$ cat src/cache_policy_pkg.sv
// Constants, field layouts and types shared by the cache policy control logic.
`default_nettype none
package cache_policy_pkg;
	localparam int REG_ADDR_W = 8;
	localparam int REG_DATA_W = 32;

	localparam logic [7:0] OFS_CTRL_ZERO  = 8'h00;
	localparam logic [7:0] OFS_PAGE_BASE  = 8'h04;
	localparam logic [7:0] OFS_CTRL_FOUR  = 8'h08;
	localparam logic [7:0] OFS_MISC       = 8'h0C;
	localparam logic [7:0] OFS_SYS_CFG    = 8'h10;
	localparam logic [7:0] OFS_STATUS     = 8'h14;
	localparam logic [3:0] RANGE_AREA_TAG = 4'h2;
	localparam int         RANGE_AREA_LSB = 4;
	localparam int         RANGE_IDX_LSB  = 2;
	localparam int         RANGE_IDX_W    = 2;
	localparam int         RANGE_COUNT    = 4;
	localparam logic [1:0] WORD_ALIGN     = 2'h0;

	localparam int CTRL0_PAGING_BIT       = 31;
	localparam int CTRL0_CACHE_OFF_BIT    = 30;
	localparam int CTRL0_WRITE_POLICY_BIT = 29;
	localparam int PAGE_BASE_WT_BIT       = 3;
	localparam int PAGE_BASE_CO_BIT       = 4;
	localparam int CTRL4_STICKY_BIT       = 7;
	localparam int MISC_L3_OFF_BIT        = 6;
	localparam int CFG_VARIANT_LSB        = 0;
	localparam int CFG_VARIANT_W          = 2;
	localparam int CFG_DUAL_BIT           = 4;
	localparam int CFG_L3_PRESENT_BIT     = 5;
	localparam int RANGE_TYPE_LSB         = 0;
	localparam int RANGE_TYPE_W           = 3;
	localparam int RANGE_VALID_BIT        = 3;
	localparam int RANGE_BASE_LSB         = 16;
	localparam int RANGE_BASE_W           = 16;

	localparam int STAT_MODE_LSB    = 0;
	localparam int STAT_ACCEPT_BIT  = 2;
	localparam int STAT_L1SNP_BIT   = 3;
	localparam int STAT_KEN_BIT     = 4;
	localparam int STAT_WBSEL_BIT   = 5;
	localparam int STAT_TYPE_LSB    = 8;
	localparam int STAT_L3_BIT      = 11;

	localparam logic [31:0] CTRL_ZERO_RESET = 32'h6000_0000;
	localparam logic [31:0] WORD_ZERO       = 32'h0000_0000;
	localparam logic [2:0]  PIN_SYNC_RESET  = 3'h0;

	typedef enum logic [2:0] {
		MT_UC = 3'h0,
		MT_WC = 3'h1,
		MT_WT = 3'h2,
		MT_WP = 3'h3,
		MT_WB = 3'h4
	} mem_type_t;

	localparam mem_type_t RANGE_DEFAULT_TYPE = MT_WB;

	typedef enum logic [1:0] {VAR_OLDER, VAR_NEWER, VAR_LOW_POWER} variant_t;
	typedef enum logic [1:0] {MODE_NORMAL, MODE_NO_FILL, MODE_NONCOHERENT, MODE_DISABLED}
		cache_mode_t;
	typedef enum logic [1:0] {LINE_I, LINE_S, LINE_E, LINE_M} line_state_t;
endpackage
`default_nettype wire

$ cat src/policy_if.sv
// Interface carrying page flags and range type into the memory-type combiner.
`default_nettype none
interface policy_if;
	import cache_policy_pkg::*;
	mem_type_t range_type;
	logic      page_cache_off;
	logic      page_write_thru;
	logic      cache_off_applies;
	logic      write_thru_applies;
	mem_type_t eff_type;
	modport requester (output range_type, page_cache_off, page_write_thru,
		cache_off_applies, write_thru_applies, input eff_type);
	modport combiner (input range_type, page_cache_off, page_write_thru,
		cache_off_applies, write_thru_applies, output eff_type);
endinterface
`default_nettype wire

$ cat src/cache_mode_policy_control.sv
// Top of the cache policy control: registers, mode decode and per-access decisions.
// Summary of operation
// - Both global flags set: read hits served, read misses never allocate or replace.
// - Same mode: write hit updates line, exclusive goes modified, misses go to memory.
// - Same mode: snoops never invalidate; discard and writeback-discard still invalidate.
// - Same mode: outer caches serve external snoops, first-level cache does not.
// - Older variants leave reset with both global flags set.
// - Newer variants: cache-off set means no-fill mode, write-policy flag ignored.
// - Low-power variant: cache-off set disables caching completely.
// - Write-policy flag is bit 29; both flags clear gives normal mode, type set by page and range.
// - Older variant, L1 disabled: snoops accepted when dual, inhibited when single.
// - Inhibited snoops skip parity check; accepted snoops flag corrupt addresses.
// - Page cache-off flag blocks caching; only with paging on, cache-off clear.
// - Page write-through flag picks write-through; only with paging on, policy clear.
// - Page-base flags govern the page directory only, under the same conditions as the page flags.
// - Sticky entries survive flushes only while sticky enable set; established only while sticky enable set.
// - Miscellaneous bit 6 switches the third-level cache independently.
// - Page flag pins follow the selected page flags for the external cache.
// - Range table assigns a memory type to each physical region.
// - Whichever of page or range control forbids caching wins.
// - Write-back against write-through resolves to write-through.
`default_nettype none
module cache_mode_policy_control
	import cache_policy_pkg::*;
(
	input  wire logic                                      core_clk,
	input  wire logic                                      srst,
	input  wire logic [cache_policy_pkg::REG_ADDR_W-1:0]   reg_addr,
	input  wire logic [cache_policy_pkg::REG_DATA_W-1:0]   reg_wdata,
	input  wire logic                                      reg_write,
	input  wire logic                                      reg_read,
	output logic      [cache_policy_pkg::REG_DATA_W-1:0]   reg_rdata,
	input  wire logic                                      access_valid,
	input  wire logic                                      access_write,
	input  wire logic                                      access_dir,
	input  wire logic [31:0]                               access_addr,
	input  wire logic                                      access_hit,
	input  wire cache_policy_pkg::line_state_t             access_line_state,
	input  wire logic                                      pte_cache_off,
	input  wire logic                                      pte_write_thru,
	input  wire logic                                      pte_sticky,
	input  wire logic                                      cacheable_access_input_n,
	input  wire logic                                      writeback_select_input,
	input  wire logic                                      snoop_valid,
	input  wire logic [31:0]                               snoop_addr,
	input  wire logic                                      snoop_addr_parity,
	input  wire logic                                      snoop_hit,
	input  wire logic                                      snoop_invalidating,
	input  wire logic                                      discard_all_lines_op,
	input  wire logic                                      writeback_discard_op,
	input  wire logic                                      tlb_flush_req,
	input  wire logic                                      tlb_entry_sticky,
	output logic                                           resp_valid,
	output logic                                           resp_serve_from_cache,
	output logic                                           resp_allocate,
	output logic                                           resp_update_line,
	output logic                                           resp_write_memory,
	output cache_policy_pkg::line_state_t                  resp_next_state,
	output cache_policy_pkg::mem_type_t                    resp_mem_type,
	output logic                                           resp_l3_allocate,
	output logic                                           resp_sticky_ok,
	output logic                                           page_cache_off_pin,
	output logic                                           page_write_thru_pin,
	output logic                                           snoop_l1_invalidate,
	output logic                                           snoop_outer_forward,
	output logic                                           addr_parity_error_out_n,
	output logic                                           l1_discard_all,
	output logic                                           l1_writeback_discard,
	output logic                                           tlb_flush_entry
);
	import cache_policy_pkg::*;

	typedef struct packed {
		logic [31:0]                   ctrl_zero;
		logic                          pb_cache_off;
		logic                          pb_write_thru;
		logic                          sticky_enable;
		logic                          l3_off;
		variant_t                      variant;
		logic                          dual;
		logic                          l3_present;
		logic [RANGE_COUNT-1:0][31:0]  range;
		logic [2:0]                    ken_sync;
		logic [2:0]                    wbs_sync;
		logic                          ken_cacheable;
		logic                          wb_select;
		logic [31:0]                   rdata;
		logic                          resp_valid;
		logic                          serve;
		logic                          alloc;
		logic                          update;
		logic                          wmem;
		line_state_t                   next_state;
		mem_type_t                     eff_type;
		logic                          l3_alloc;
		logic                          sticky_ok;
		logic                          pin_cache_off;
		logic                          pin_write_thru;
		logic                          snoop_inval;
		logic                          snoop_outer;
		logic                          parity_err_n;
		logic                          discard;
		logic                          wb_discard;
		logic                          flush_entry;
	} state_t;

	state_t st;
	state_t next_st;

	policy_if pif ();

	mem_type_combiner u_combiner (
		.pif (pif)
	);

	logic        [RANGE_COUNT-1:0] range_hit;
	mem_type_t   [RANGE_COUNT-1:0] range_type;

	// Each region matches on the upper address bits; invalid codes fall back to uncached.
	genvar gi;
	generate
		for (gi = 0; gi < RANGE_COUNT; gi++) begin : g_range
			assign range_hit[gi] = st.range[gi][RANGE_VALID_BIT]
				&& st.range[gi][RANGE_BASE_LSB +: RANGE_BASE_W]
				== access_addr[RANGE_BASE_LSB +: RANGE_BASE_W];
			assign range_type[gi] =
				(st.range[gi][RANGE_TYPE_LSB +: RANGE_TYPE_W] > MT_WB)
				? MT_UC : mem_type_t'(st.range[gi][RANGE_TYPE_LSB +: RANGE_TYPE_W]);
		end
	endgenerate

	logic        cache_off;
	logic        write_policy;
	logic        paging;
	cache_mode_t mode;
	mem_type_t   region_type;
	mem_type_t   eff;
	logic        sel_cache_off;
	logic        sel_write_thru;
	logic        line_present;
	logic        cacheable;
	logic        l1_snoop_service;
	logic        snoop_accept;
	logic        range_sel;

	always_comb begin
		cache_off    = st.ctrl_zero[CTRL0_CACHE_OFF_BIT];
		write_policy = st.ctrl_zero[CTRL0_WRITE_POLICY_BIT];
		paging       = st.ctrl_zero[CTRL0_PAGING_BIT];
		if (!cache_off) begin
			mode = MODE_NORMAL;
		end else begin
			unique case (st.variant)
				VAR_OLDER:     mode = write_policy ? MODE_NONCOHERENT : MODE_NO_FILL;
				VAR_NEWER:     mode = MODE_NO_FILL;
				VAR_LOW_POWER: mode = MODE_DISABLED;
				default:       mode = MODE_DISABLED;
			endcase
		end
	end

	always_comb begin
		// Directory walks take the page-base flags, page accesses their own entry flags.
		sel_cache_off  = access_dir ? st.pb_cache_off : pte_cache_off;
		sel_write_thru = access_dir ? st.pb_write_thru : pte_write_thru;
		region_type = RANGE_DEFAULT_TYPE;
		for (int i = RANGE_COUNT - 1; i >= 0; i--) begin
			if (range_hit[i]) begin
				region_type = range_type[i];
			end
		end
		// The older variant has no range table; the external pins decide per area.
		if (st.variant == VAR_OLDER) begin
			if (!st.ken_cacheable) begin
				region_type = MT_UC;
			end else begin
				region_type = st.wb_select ? MT_WB : MT_WT;
			end
		end
	end

	assign pif.range_type         = region_type;
	assign pif.page_cache_off     = sel_cache_off;
	assign pif.page_write_thru    = sel_write_thru;
	assign pif.cache_off_applies  = paging && !cache_off;
	assign pif.write_thru_applies = paging && !write_policy;
	assign eff                    = pif.eff_type;

	always_comb begin
		l1_snoop_service = (mode == MODE_NORMAL) || (mode == MODE_NO_FILL);
		// A single-processor system running with L1 off need not watch the bus at all.
		snoop_accept = !(st.variant == VAR_OLDER && mode == MODE_NONCOHERENT
			&& !st.dual);
		line_present = access_hit && access_line_state != LINE_I;
		cacheable    = eff != MT_UC && eff != MT_WC;
		range_sel    = reg_addr[RANGE_AREA_LSB +: RANGE_IDX_W + RANGE_IDX_W] == RANGE_AREA_TAG
			&& reg_addr[1:0] == WORD_ALIGN;
	end

	always_comb begin
		next_st = st;

		if (reg_write) begin
			unique case (reg_addr)
				OFS_CTRL_ZERO: next_st.ctrl_zero = reg_wdata;
				OFS_PAGE_BASE: begin
					next_st.pb_cache_off  = reg_wdata[PAGE_BASE_CO_BIT];
					next_st.pb_write_thru = reg_wdata[PAGE_BASE_WT_BIT];
				end
				OFS_CTRL_FOUR: next_st.sticky_enable = reg_wdata[CTRL4_STICKY_BIT];
				OFS_MISC:      next_st.l3_off = reg_wdata[MISC_L3_OFF_BIT];
				OFS_SYS_CFG: begin
					next_st.variant    = variant_t'(reg_wdata[CFG_VARIANT_LSB +: CFG_VARIANT_W]);
					next_st.dual       = reg_wdata[CFG_DUAL_BIT];
					next_st.l3_present = reg_wdata[CFG_L3_PRESENT_BIT];
				end
				default: begin
					if (range_sel) begin
						next_st.range[reg_addr[RANGE_IDX_LSB +: RANGE_IDX_W]] = reg_wdata;
					end
				end
			endcase
		end

		next_st.rdata = WORD_ZERO;
		if (reg_read) begin
			unique case (reg_addr)
				OFS_CTRL_ZERO: next_st.rdata = st.ctrl_zero;
				OFS_PAGE_BASE: begin
					next_st.rdata[PAGE_BASE_CO_BIT] = st.pb_cache_off;
					next_st.rdata[PAGE_BASE_WT_BIT] = st.pb_write_thru;
				end
				OFS_CTRL_FOUR: next_st.rdata[CTRL4_STICKY_BIT] = st.sticky_enable;
				OFS_MISC:      next_st.rdata[MISC_L3_OFF_BIT] = st.l3_off;
				OFS_SYS_CFG: begin
					next_st.rdata[CFG_VARIANT_LSB +: CFG_VARIANT_W] = st.variant;
					next_st.rdata[CFG_DUAL_BIT]       = st.dual;
					next_st.rdata[CFG_L3_PRESENT_BIT] = st.l3_present;
				end
				OFS_STATUS: begin
					next_st.rdata[STAT_MODE_LSB +: CFG_VARIANT_W]  = mode;
					next_st.rdata[STAT_ACCEPT_BIT]                 = snoop_accept;
					next_st.rdata[STAT_L1SNP_BIT]                  = l1_snoop_service;
					next_st.rdata[STAT_KEN_BIT]                    = st.ken_cacheable;
					next_st.rdata[STAT_WBSEL_BIT]                  = st.wb_select;
					next_st.rdata[STAT_TYPE_LSB +: RANGE_TYPE_W]   = st.eff_type;
					next_st.rdata[STAT_L3_BIT] = st.l3_present && !st.l3_off;
				end
				default: begin
					if (range_sel) begin
						next_st.rdata = st.range[reg_addr[RANGE_IDX_LSB +: RANGE_IDX_W]];
					end
				end
			endcase
		end

		// The first stage only feeds the second; a level counts once stages two and three agree.
		next_st.ken_sync = {st.ken_sync[1:0], !cacheable_access_input_n};
		next_st.wbs_sync = {st.wbs_sync[1:0], writeback_select_input};
		if (st.ken_sync[1] == st.ken_sync[2]) begin
			next_st.ken_cacheable = st.ken_sync[2];
		end
		if (st.wbs_sync[1] == st.wbs_sync[2]) begin
			next_st.wb_select = st.wbs_sync[2];
		end

		next_st.resp_valid = access_valid;
		if (access_valid) begin
			next_st.serve      = 1'b0;
			next_st.alloc      = 1'b0;
			next_st.update     = 1'b0;
			next_st.wmem       = 1'b0;
			next_st.next_state = access_line_state;
			next_st.eff_type   = (mode == MODE_DISABLED) ? MT_UC : eff;
			unique case (mode)
				MODE_DISABLED: begin
					next_st.wmem = access_write;
				end
				MODE_NONCOHERENT: begin
					if (line_present) begin
						next_st.serve  = !access_write;
						next_st.update = access_write;
						if (access_write && access_line_state == LINE_E) begin
							next_st.next_state = LINE_M;
						end
					end else begin
						next_st.wmem = access_write;
					end
				end
				MODE_NORMAL, MODE_NO_FILL: begin
					if (line_present && cacheable) begin
						next_st.serve  = !access_write;
						next_st.update = access_write && eff != MT_WP;
						if (access_write && eff == MT_WB && access_line_state != LINE_S) begin
							next_st.next_state = LINE_M;
						end else begin
							next_st.wmem = access_write;
						end
					end else begin
						// No-fill mode keeps coherency but never brings a new line in.
						next_st.alloc = mode == MODE_NORMAL && cacheable
							&& (!access_write || eff == MT_WB);
						next_st.wmem  = access_write && !next_st.alloc;
					end
				end
			endcase
			next_st.l3_alloc = next_st.alloc && st.l3_present && !st.l3_off;
			next_st.sticky_ok = pte_sticky && st.sticky_enable && paging;
			next_st.pin_cache_off  = sel_cache_off;
			next_st.pin_write_thru = sel_write_thru;
		end

		next_st.snoop_inval = snoop_valid && snoop_accept && l1_snoop_service
			&& snoop_hit && snoop_invalidating;
		next_st.snoop_outer = snoop_valid && snoop_accept;
		next_st.parity_err_n = !(snoop_valid && snoop_accept
			&& ((^snoop_addr) != snoop_addr_parity));
		next_st.discard     = discard_all_lines_op;
		next_st.wb_discard  = writeback_discard_op;
		next_st.flush_entry = tlb_flush_req && !(tlb_entry_sticky && st.sticky_enable);
	end

	always_ff @(posedge core_clk) begin
		if (srst) begin
			st              <= '0;
			st.ctrl_zero    <= CTRL_ZERO_RESET;
			st.variant      <= VAR_OLDER;
			st.ken_sync     <= PIN_SYNC_RESET;
			st.wbs_sync     <= PIN_SYNC_RESET;
			st.next_state   <= LINE_I;
			st.eff_type     <= MT_UC;
			st.parity_err_n <= 1'b1;
		end else begin
			st <= next_st;
		end
	end

	assign reg_rdata               = st.rdata;
	assign resp_valid              = st.resp_valid;
	assign resp_serve_from_cache   = st.serve;
	assign resp_allocate           = st.alloc;
	assign resp_update_line        = st.update;
	assign resp_write_memory       = st.wmem;
	assign resp_next_state         = st.next_state;
	assign resp_mem_type           = st.eff_type;
	assign resp_l3_allocate        = st.l3_alloc;
	assign resp_sticky_ok          = st.sticky_ok;
	assign page_cache_off_pin      = st.pin_cache_off;
	assign page_write_thru_pin     = st.pin_write_thru;
	assign snoop_l1_invalidate     = st.snoop_inval;
	assign snoop_outer_forward     = st.snoop_outer;
	assign addr_parity_error_out_n = st.parity_err_n;
	assign l1_discard_all          = st.discard;
	assign l1_writeback_discard    = st.wb_discard;
	assign tlb_flush_entry         = st.flush_entry;
endmodule
`default_nettype wire

$ cat src/mem_type_combiner.sv
// Merges the page-level flags with the range-table type into one memory type.
`default_nettype none
module mem_type_combiner
	import cache_policy_pkg::*;
(
	policy_if.combiner pif
);
	logic page_blocks;
	logic page_thru;

	always_comb begin
		page_blocks = pif.page_cache_off & pif.cache_off_applies;
		page_thru   = pif.page_write_thru & pif.write_thru_applies;
		// Uncached from either side always wins, so neither can re-enable the other.
		if (page_blocks || pif.range_type == MT_UC) begin
			pif.eff_type = MT_UC;
		end else if (pif.range_type == MT_WC) begin
			pif.eff_type = MT_WC;
		end else if (pif.range_type == MT_WP) begin
			pif.eff_type = MT_WP;
		end else if (page_thru || pif.range_type == MT_WT) begin
			pif.eff_type = MT_WT;
		end else begin
			pif.eff_type = MT_WB;
		end
	end
endmodule
`default_nettype wire

$ cat config.mk
export PLATFORM = sky130hd
export DESIGN_NAME = cache_mode_policy_control
export DESIGN_NICKNAME = d
export VERILOG_FILES = /design/src/cache_policy_pkg.sv /design/src/policy_if.sv /design/src/cache_mode_policy_control.sv /design/src/mem_type_combiner.sv
export SDC_FILE = /design/constraint.sdc
export NUM_CORES = 1
export LEC_CHECK = 0
export BUFFER_PORTS_ARGS = -buffer_cell sky130_fd_sc_hd__buf_4
export CAP_MARGIN = 20
export CORE_UTILIZATION = 35
export CTS_CLUSTER_SIZE = 10
export DETAILED_ROUTE_END_ITERATION = 7
export GPL_TIMING_DRIVEN = 1
export HOLD_SLACK_MARGIN = 0.05
export PLACE_DENSITY = 0.56
export SYNTH_ARGS = -nofsm -noshare
export SYNTH_HDL_FRONTEND = slang
export SYNTH_SLANG_ARGS = --single-unit
$ cat constraint.sdc
create_clock -name core_clk -period 3.46 [get_ports core_clk]
set_clock_uncertainty 0.2 [all_clocks]
set_input_delay 0.692 -clock core_clk [delete_from_list [all_inputs] [get_ports core_clk]]
set_output_delay 0.692 -clock core_clk [all_outputs]
set_load 0.02 [all_outputs]
==> results of run 1 <==
-- cells by family (layout without fill, tap and decap cells) --
logic type | Yosys count | in the layout | share of synthesized area (%)
AO/OA/AOI/OAI | 253 | 253 | 14.5
multiplexers | 37 | 37 | 7.44
buffers and inverters | 128 | 248 | 6.11
AND/OR/NAND/NOR | 496 | 496 | 20.0
other | 0 | 1 | 0
flip-flops | 228 | 228 | 44.1
XOR/XNOR | 93 | 93 | 7.86
-- flip-flops by register name, summed over array words and instances, names as in the netlist, 2 cells and up --
name and count:
next_st 4, reg_rdata 32, resp_mem_type 3, resp_next_state 2
st 170
-- worst max-delay path: stages, from the launching register on --
cell                       delay, ps
sky130_fd_sc_hd__dfxtp_1         330
sky130_fd_sc_hd__xor2_1          190
sky130_fd_sc_hd__nor4_1          360
sky130_fd_sc_hd__nand3_1         180
sky130_fd_sc_hd__a211oi_1        330
sky130_fd_sc_hd__a221o_1         230
sky130_fd_sc_hd__a211oi_2        100
sky130_fd_sc_hd__o41ai_4         590
sky130_fd_sc_hd__nor3_1          130
sky130_fd_sc_hd__o41a_1          320
-- cell type report --
cell class                      instances  area, sq um
Fill cell                            2904        16300
Multi-Input combinational cell        879         5180
Sequential cell                       228         4560
Timing Repair Buffer                  206         1600
Clock buffer                           32          734
Tap cell                              384          480
Inverter                                9         33.8
Clock inverter                          1         5.00
Antenna cell                            1         2.50
-- worst paths after layout --
| kind | end | startpoint | cells after the start | slack [ps] |
|---|---|---|---|---|
| worst max-delay path | resp_next_state[0]$_SDFFE_PP0P_ | st[184]$_SDFFE_PP0P_ | 9 | 380 |
| worst min-delay path | next_st[58]$_SDFF_PP0_ | cacheable_access_input_n | 2 | 130 |
| worst max register to register | resp_next_state[0]$_SDFFE_PP0P_ | st[184]$_SDFFE_PP0P_ | 9 | 380 |
| worst min register to register | st[136]$_SDFFE_PP0P_ | st[136]$_SDFFE_PP0P_ | 2 | 250 |
-- Yosys cell counts, types with 2 or more instances --
master / count
sky130_fd_sc_hd__a22oi_1: 25
sky130_fd_sc_hd__nor4b_1: 2
sky130_fd_sc_hd__o32ai_1: 2
sky130_fd_sc_hd__mux2i_1: 5
sky130_fd_sc_hd__a211o_1: 2
sky130_fd_sc_hd__nor2b_1: 11
sky130_fd_sc_hd__or3b_2: 2
sky130_fd_sc_hd__nand3_1: 19
sky130_fd_sc_hd__nor3_2: 3
sky130_fd_sc_hd__nand4_1: 6
sky130_fd_sc_hd__a222oi_1: 8
sky130_fd_sc_hd__buf_2: 5
sky130_fd_sc_hd__xnor2_1: 50
sky130_fd_sc_hd__clkbuf_1: 74
sky130_fd_sc_hd__or3_1: 3
sky130_fd_sc_hd__o31ai_1: 2
sky130_fd_sc_hd__and3_1: 3
sky130_fd_sc_hd__a31oi_1: 5
sky130_fd_sc_hd__a211oi_1: 6
sky130_fd_sc_hd__nor2_1: 50
sky130_fd_sc_hd__nand2b_1: 4
sky130_fd_sc_hd__xor2_1: 43
sky130_fd_sc_hd__buf_1: 2
sky130_fd_sc_hd__buf_4: 37
sky130_fd_sc_hd__and2_1: 2
sky130_fd_sc_hd__nor4_1: 10
sky130_fd_sc_hd__o21ai_0: 9
sky130_fd_sc_hd__a21oi_1: 179
sky130_fd_sc_hd__mux4_2: 32
sky130_fd_sc_hd__a2111o_1: 2
sky130_fd_sc_hd__dfxtp_1: 228
sky130_fd_sc_hd__or2_2: 2
sky130_fd_sc_hd__inv_1: 8
sky130_fd_sc_hd__nor3_1: 10
sky130_fd_sc_hd__nand2_1: 364
-- cell usage in the layout, fill, tap and decap left out, types with 9 or more instances in the layout --
cell                        count
sky130_fd_sc_hd__nor2b_1       11
sky130_fd_sc_hd__mux4_2        32
sky130_fd_sc_hd__xor2_1        43
sky130_fd_sc_hd__buf_4        202
sky130_fd_sc_hd__a21oi_1      179
sky130_fd_sc_hd__xnor2_1       50
sky130_fd_sc_hd__nand2_1      364
sky130_fd_sc_hd__clkbuf_16     27
sky130_fd_sc_hd__nor4_1        10
sky130_fd_sc_hd__nand3_1       19
sky130_fd_sc_hd__a22oi_1       25
sky130_fd_sc_hd__dfxtp_1      228
sky130_fd_sc_hd__nor2_1        48
sky130_fd_sc_hd__o21ai_0        9
-- power groups by stage --
stage	registers (uW)	clock network, uW	logic (uW)
floorplan	2710	0	246
global placement	2700	0	475
detailed placement	2700	0	475
CTS	2640	2560	478
global route	2640	2660	516
finish	2650	2500	478
-- metal layers --
metal	wire, microns	up-vias	track usage [%]	share of wire (%)
met5	0	-	0	0
met4	595	0	5.41	1.8
met3	2300	48	3.94	7.1
met2	15100	337	34.3	47
met1	14400	4329	28.5	44
li1	-	4369	-	-
-- metrics by stage --
stage	TNS [ps]	total power, uW	std cells	cell area (sq um)
3_3_place_gp	-102	3180	1705	11800
5_1_grt	0	5820	1739	12600
4_1_cts	0	5680	1738	12600
3_5_place_dp	-96.0	3180	1705	11800
6_report	0	5630	1740	12600
2_1_floorplan	0	2950	1235	10400
==> results.yml, run 1 <==
die:
  core-area_sq_um: 28900
  row_count: 62
  die_w_microns: 174
  floorplan.initialDensity_pct: 35.8
  die-height_microns: 174
  ports: 179
  die_area_sq_um: 30300
yosys:
  synth_async_sr_flop_share_pct: 0
  postSynthCellCount: 1235
  post-synth-top-area-fraction_pct: 44.1
  post_synth_main_area_contributors: "sky130_fd_sc_hd__dfxtp_1 (44%), sky130_fd_sc_hd__nand2_1 (13%), sky130_fd_sc_hd__a21oi_1 (8.6%), sky130_fd_sc_hd__mux4_2 (7.0%), sky130_fd_sc_hd__xnor2_1 (4.2%)"
  syn_area_sq_um: 10400
  ys.flop_type: "sky130_fd_sc_hd__dfxtp_1"
  synth_top_cell_by_area: "sky130_fd_sc_hd__dfxtp_1"
  synth_enable_flop_cells: 0
  ys_seq_elements: 228
  synth_sequential_area_ratio_pct: 44.1
  synth.net_count: 1362
  synth-warning-count: 0
  synth_area_per_cell_sq_um: 8.39
  netlist-cell-type-count: 55
clock_tree:
  cts.repair_timing.setup_buffer_count: 0
  clockBufferDepth: 3
  post_cts.resized_instances: 0
  cts.htree.levels: 1
  cts_hold_buf: 0
  clock_tree.root_cell: "sky130_fd_sc_hd__clkbuf_16"
  cts.sink_count: 228
  clk-insertion-delay-late_ps: 520
  cts_tree: "done"
  path_clk_slew_ps: 60
  cts-buffers-inserted: 27
power_and_ir_drop:
  power_switching_uw: 1300
  power.share.clock_pct: 44.5
  power.density_nw_per_um2: 447
  share_seq_of_total_power_pct: 47.0
  cell_internal_pwr_uw: 4320
  power.switching_fraction_pct: 23.2
  combinational_power_share_pct: 8.5
  ir_worst_vdd_v: 0.000426
  power.static_leakage_uw: 0.00452
routing:
  sum_of_routed_wire_length_over_all_layers_microns: 32400
  firstDrtPassIters: 6
  dr_total_vias: 9083
  drc: 0
  dr.first_iter.drc_count: 730
  detail-route-antenna-nets: 0
  viasPerCell: 5.22
  routed_wire_length_per_instance_microns: 18.6
placement:
  final_gp_congestion: 0.877
  pre_cts_slack_ps: -52.6
  hpwlAfterDp_microns: 21400
  port_buffers: 162
setup_path:
  worstSetupPathType: "reg2reg"
  crit_path_end_kind: "flop"
  worst_ep_arrival_time_ps: 3280
  critPathLaunchType: "flop"
  cp.required_ps: 3660
  timing.critical_path.fanout_max: 7
hold_path:
  min-delay-path-class: "in2reg"
global_routing:
  grt_max_degree: 106
  first_pass_grt_wire_length_microns: 50100
  grt_overflow: 0
  grt_pass1_vias: 8691
  antenna_found_initial: 1
  grt_util_all_layers_pct: 21.0
sta:
  postLayoutSetupSlackWorst_ps: 379
  share_of_the_cycle_needed_by_the_critical_path_after_routing_pct: 89.1
  slew_viol_final: 0
  report.final.setup_viol: 0
  tightest_slew_margin_relative_to_the_limit_pct: 35.6
  clock.fmax_mhz: 325
  tightestPinTransition_ps: 965
  period_needed_ps: 3080
  hold_viol_final: 0
  whs_ps: 131
  unrepaired_setup_endpoints_after_global_routing: "no"
finish:
  utilization_pct: 43.5
  post_route_cells_drive_above_1_share_pct: 21.1
  layout-area-overhead-vs-synth_pct: 21.6
  num-nets-final: 1478
run:
  maximum_capacitance_violations: 0
run_status:
  outcome: "finished clean"
Power figures use the tool's default switching activity.
==> run 2, diff against run 1 <==
--- a/config.mk
+++ b/config.mk
@@ -13,6 +13,8 @@
 export GPL_TIMING_DRIVEN = 1
 export HOLD_SLACK_MARGIN = 0.05
 export PLACE_DENSITY = 0.56
+export REMOVE_ABC_BUFFERS = 1
+export SKIP_CTS_REPAIR_TIMING = 1
 export SYNTH_ARGS = -nofsm -noshare
 export SYNTH_HDL_FRONTEND = slang
 export SYNTH_SLANG_ARGS = --single-unit
==> run 2 against run 1 <==
  * Critical path depth rose by 1
  * Register-to-register slack is essentially flat
  * Utilization is 0.061 points lower
  * Die area unchanged
  * Hold slack worse by 9.1 ps
  * Non-clock buffer count down 1
  * Fmax increased by 0.42%
  * Final cell count about the same
  * Critical endpoint is now resp_allocate$_SDFFE_PP0P_
  * Largest cell class unchanged
==> results.yml, run 2 (synthesis results as in run 1) <==
run_status:
  outcome: "finished clean"
die:
  floorplan.initialDensity_pct: 35.8
  row_count: 62
  die_area_sq_um: 30300
  core-area_sq_um: 28900
  die_w_microns: 174
  ports: 179
  die-height_microns: 174
routing:
  drc: 0
  sum_of_routed_wire_length_over_all_layers_microns: 32200
  dr_total_vias: 8989
  viasPerCell: 5.16
  firstDrtPassIters: 5
  detail-route-antenna-nets: 0
  dr.first_iter.drc_count: 627
  routed_wire_length_per_instance_microns: 18.5
power_and_ir_drop:
  power.static_leakage_uw: 0.00451
  ir_worst_vdd_v: 0.000271
  power.density_nw_per_um2: 446
  power_uw: 5610
setup_path:
  reg2reg_to: "resp_allocate$_SDFFE_PP0P_"
  cpMaxStageDelayCell: "sky130_fd_sc_hd__a2111o_1"
  worstSetupPathType: "reg2reg"
  worst_ep_arrival_time_ps: 3310
  path_cells: "xnor2_1, nand4_1, nor4_1, buf_4, a211oi_1, a221o_1, a211oi_2, o41ai_4, a2111o_1, a21oi_1"
  worst_reg_to_reg_cells: 10
  cp.required_ps: 3710
  critical_path.max_stage_delay_ps: 410
  timing.critical_path.fanout_max: 6
  r2r_start: "st[148]$_SDFFE_PP0P_"
  critPathLaunchType: "flop"
  r2r_slack_ps: 390
  crit_path_end_kind: "flop"
sta:
  slew_viol_final: 0
  tightestPinTransition_ps: 947
  whs_ps: 122
  clock.fmax_mhz: 326
  share_of_the_cycle_needed_by_the_critical_path_after_routing_pct: 88.7
  report.final.setup_viol: 0
  final_total_negative_setup_slack_ps: 0
  tightest_slew_margin_relative_to_the_limit_pct: 36.9
  hold_viol_final: 0
  period_needed_ps: 3070
  unrepaired_setup_endpoints_after_global_routing: "no"
finish:
  layout-area-overhead-vs-synth_pct: 21.5
  num-nets-final: 1477
  utilization_pct: 43.5
  flip_flop_count_of_the_largest_register_after_layout: 170
  mostFrequentLayoutCell: "sky130_fd_sc_hd__nand2_1"
  layout.cells.most_common_list: "sky130_fd_sc_hd__nand2_1 (364), sky130_fd_sc_hd__dfxtp_1 (228), sky130_fd_sc_hd__buf_4 (201), sky130_fd_sc_hd__a21oi_1 (179), sky130_fd_sc_hd__xnor2_1 (50)"
  largest-register: "st"
  post_route_cells_drive_above_1_share_pct: 20.9
  antenna_diode_count: 0
  final-instance-count-excl-fill: 1741
clock_tree:
  cts.sink_count: 228
  clockBufferDepth: 3
  cts_tree: "done"
  path_clk_slew_ps: 60
  clk-insertion-delay-late_ps: 520
  clock_tree.root_cell: "sky130_fd_sc_hd__clkbuf_16"
  cts-buffers-inserted: 27
  cts.htree.levels: 1
hold_path:
  origin_of_the_worst_min_delay_path: "cacheable_access_input_n"
  worst_hold_path.num_cells: 2
  min-delay-path-class: "in2reg"
  timing.hold.worst_endpoint: "next_st[58]$_SDFF_PP0_"
global_routing:
  grt_pass1_vias: 8646
  antenna_found_initial: 0
  grt_util_all_layers_pct: 21.0
  first_pass_grt_wire_length_microns: 49900
  grt_overflow: 0
  grt_max_degree: 133
placement:
  port_buffers: 162
  final_gp_congestion: 0.875
  hpwlAfterDp_microns: 21300
  dp.cells: 1705
run:
  maximum_capacitance_violations: 0
## run 2: per-stage QoR
stage / area (sq um) / setup slack, ps
2_1_floorplan: 9760 / -887
3_3_place_gp: 11800 / -14.6
3_5_place_dp: 11800 / -19.5
4_1_cts: 12600 / 456
5_1_grt: 12600 / 262
6_report: 12600 / 391
## run 2: worst max-delay path by stage
stage / start / endpoint / slack, ps / cells past startpoint
floorplan: reg_addr[7] / st[60]$_SDFFE_PP0P_ / -890 / 7
global placement: access_addr[24] / resp_l3_allocate$_SDFFE_PP0P_ / -10 / 11
detailed placement: access_addr[24] / resp_next_state[0]$_SDFFE_PP0P_ / -20 / 12
CTS: st[148]$_SDFFE_PP0P_ / resp_next_state[0]$_SDFFE_PP0P_ / 460 / 11
global route: st[175]$_SDFFE_PP0P_ / resp_next_state[0]$_SDFFE_PP0P_ / 260 / 9
finish: st[148]$_SDFFE_PP0P_ / resp_allocate$_SDFFE_PP0P_ / 390 / 10
## run 2: where the power goes
part | switching, uW | internal (uW) | leakage, uW
clock network | 1030 | 1460 | 0.000361
logic | 259 | 219 | 0.00231
registers | 6.18 | 2640 | 0.00184
total | 1300 | 4310 | 0.00451
## run 2: cell type report
class	instances	area (sq um)
well taps	384	480
flip-flops and latches	228	4560
clock buffers	36	739
multi-input cells	879	5180
fillers	2910	16400
inverters	9	33.8
repair buffers	205	1580
## run 2: critical path, delay by kind of cell, from the launching register on
| kind | cells | cell delay [ps] |
|---|---|---|
| AOI/OAI and AO/OA | 6 | 1470 |
| and+or+nand+nor | 2 | 520 |
| buffers and inverters | 1 | 190 |
| DFF | 1 | 330 |
| xor gates and xnor gates | 1 | 290 |
## run 2: routing by layer
metal	vias up	global-route usage (%)	wire length (microns)
met2	321	35.4	15300
met5	-	0	0
li1	4375	-	-
met4	0	6.14	653
met1	4251	27.2	14100
met3	42	3.96	2180
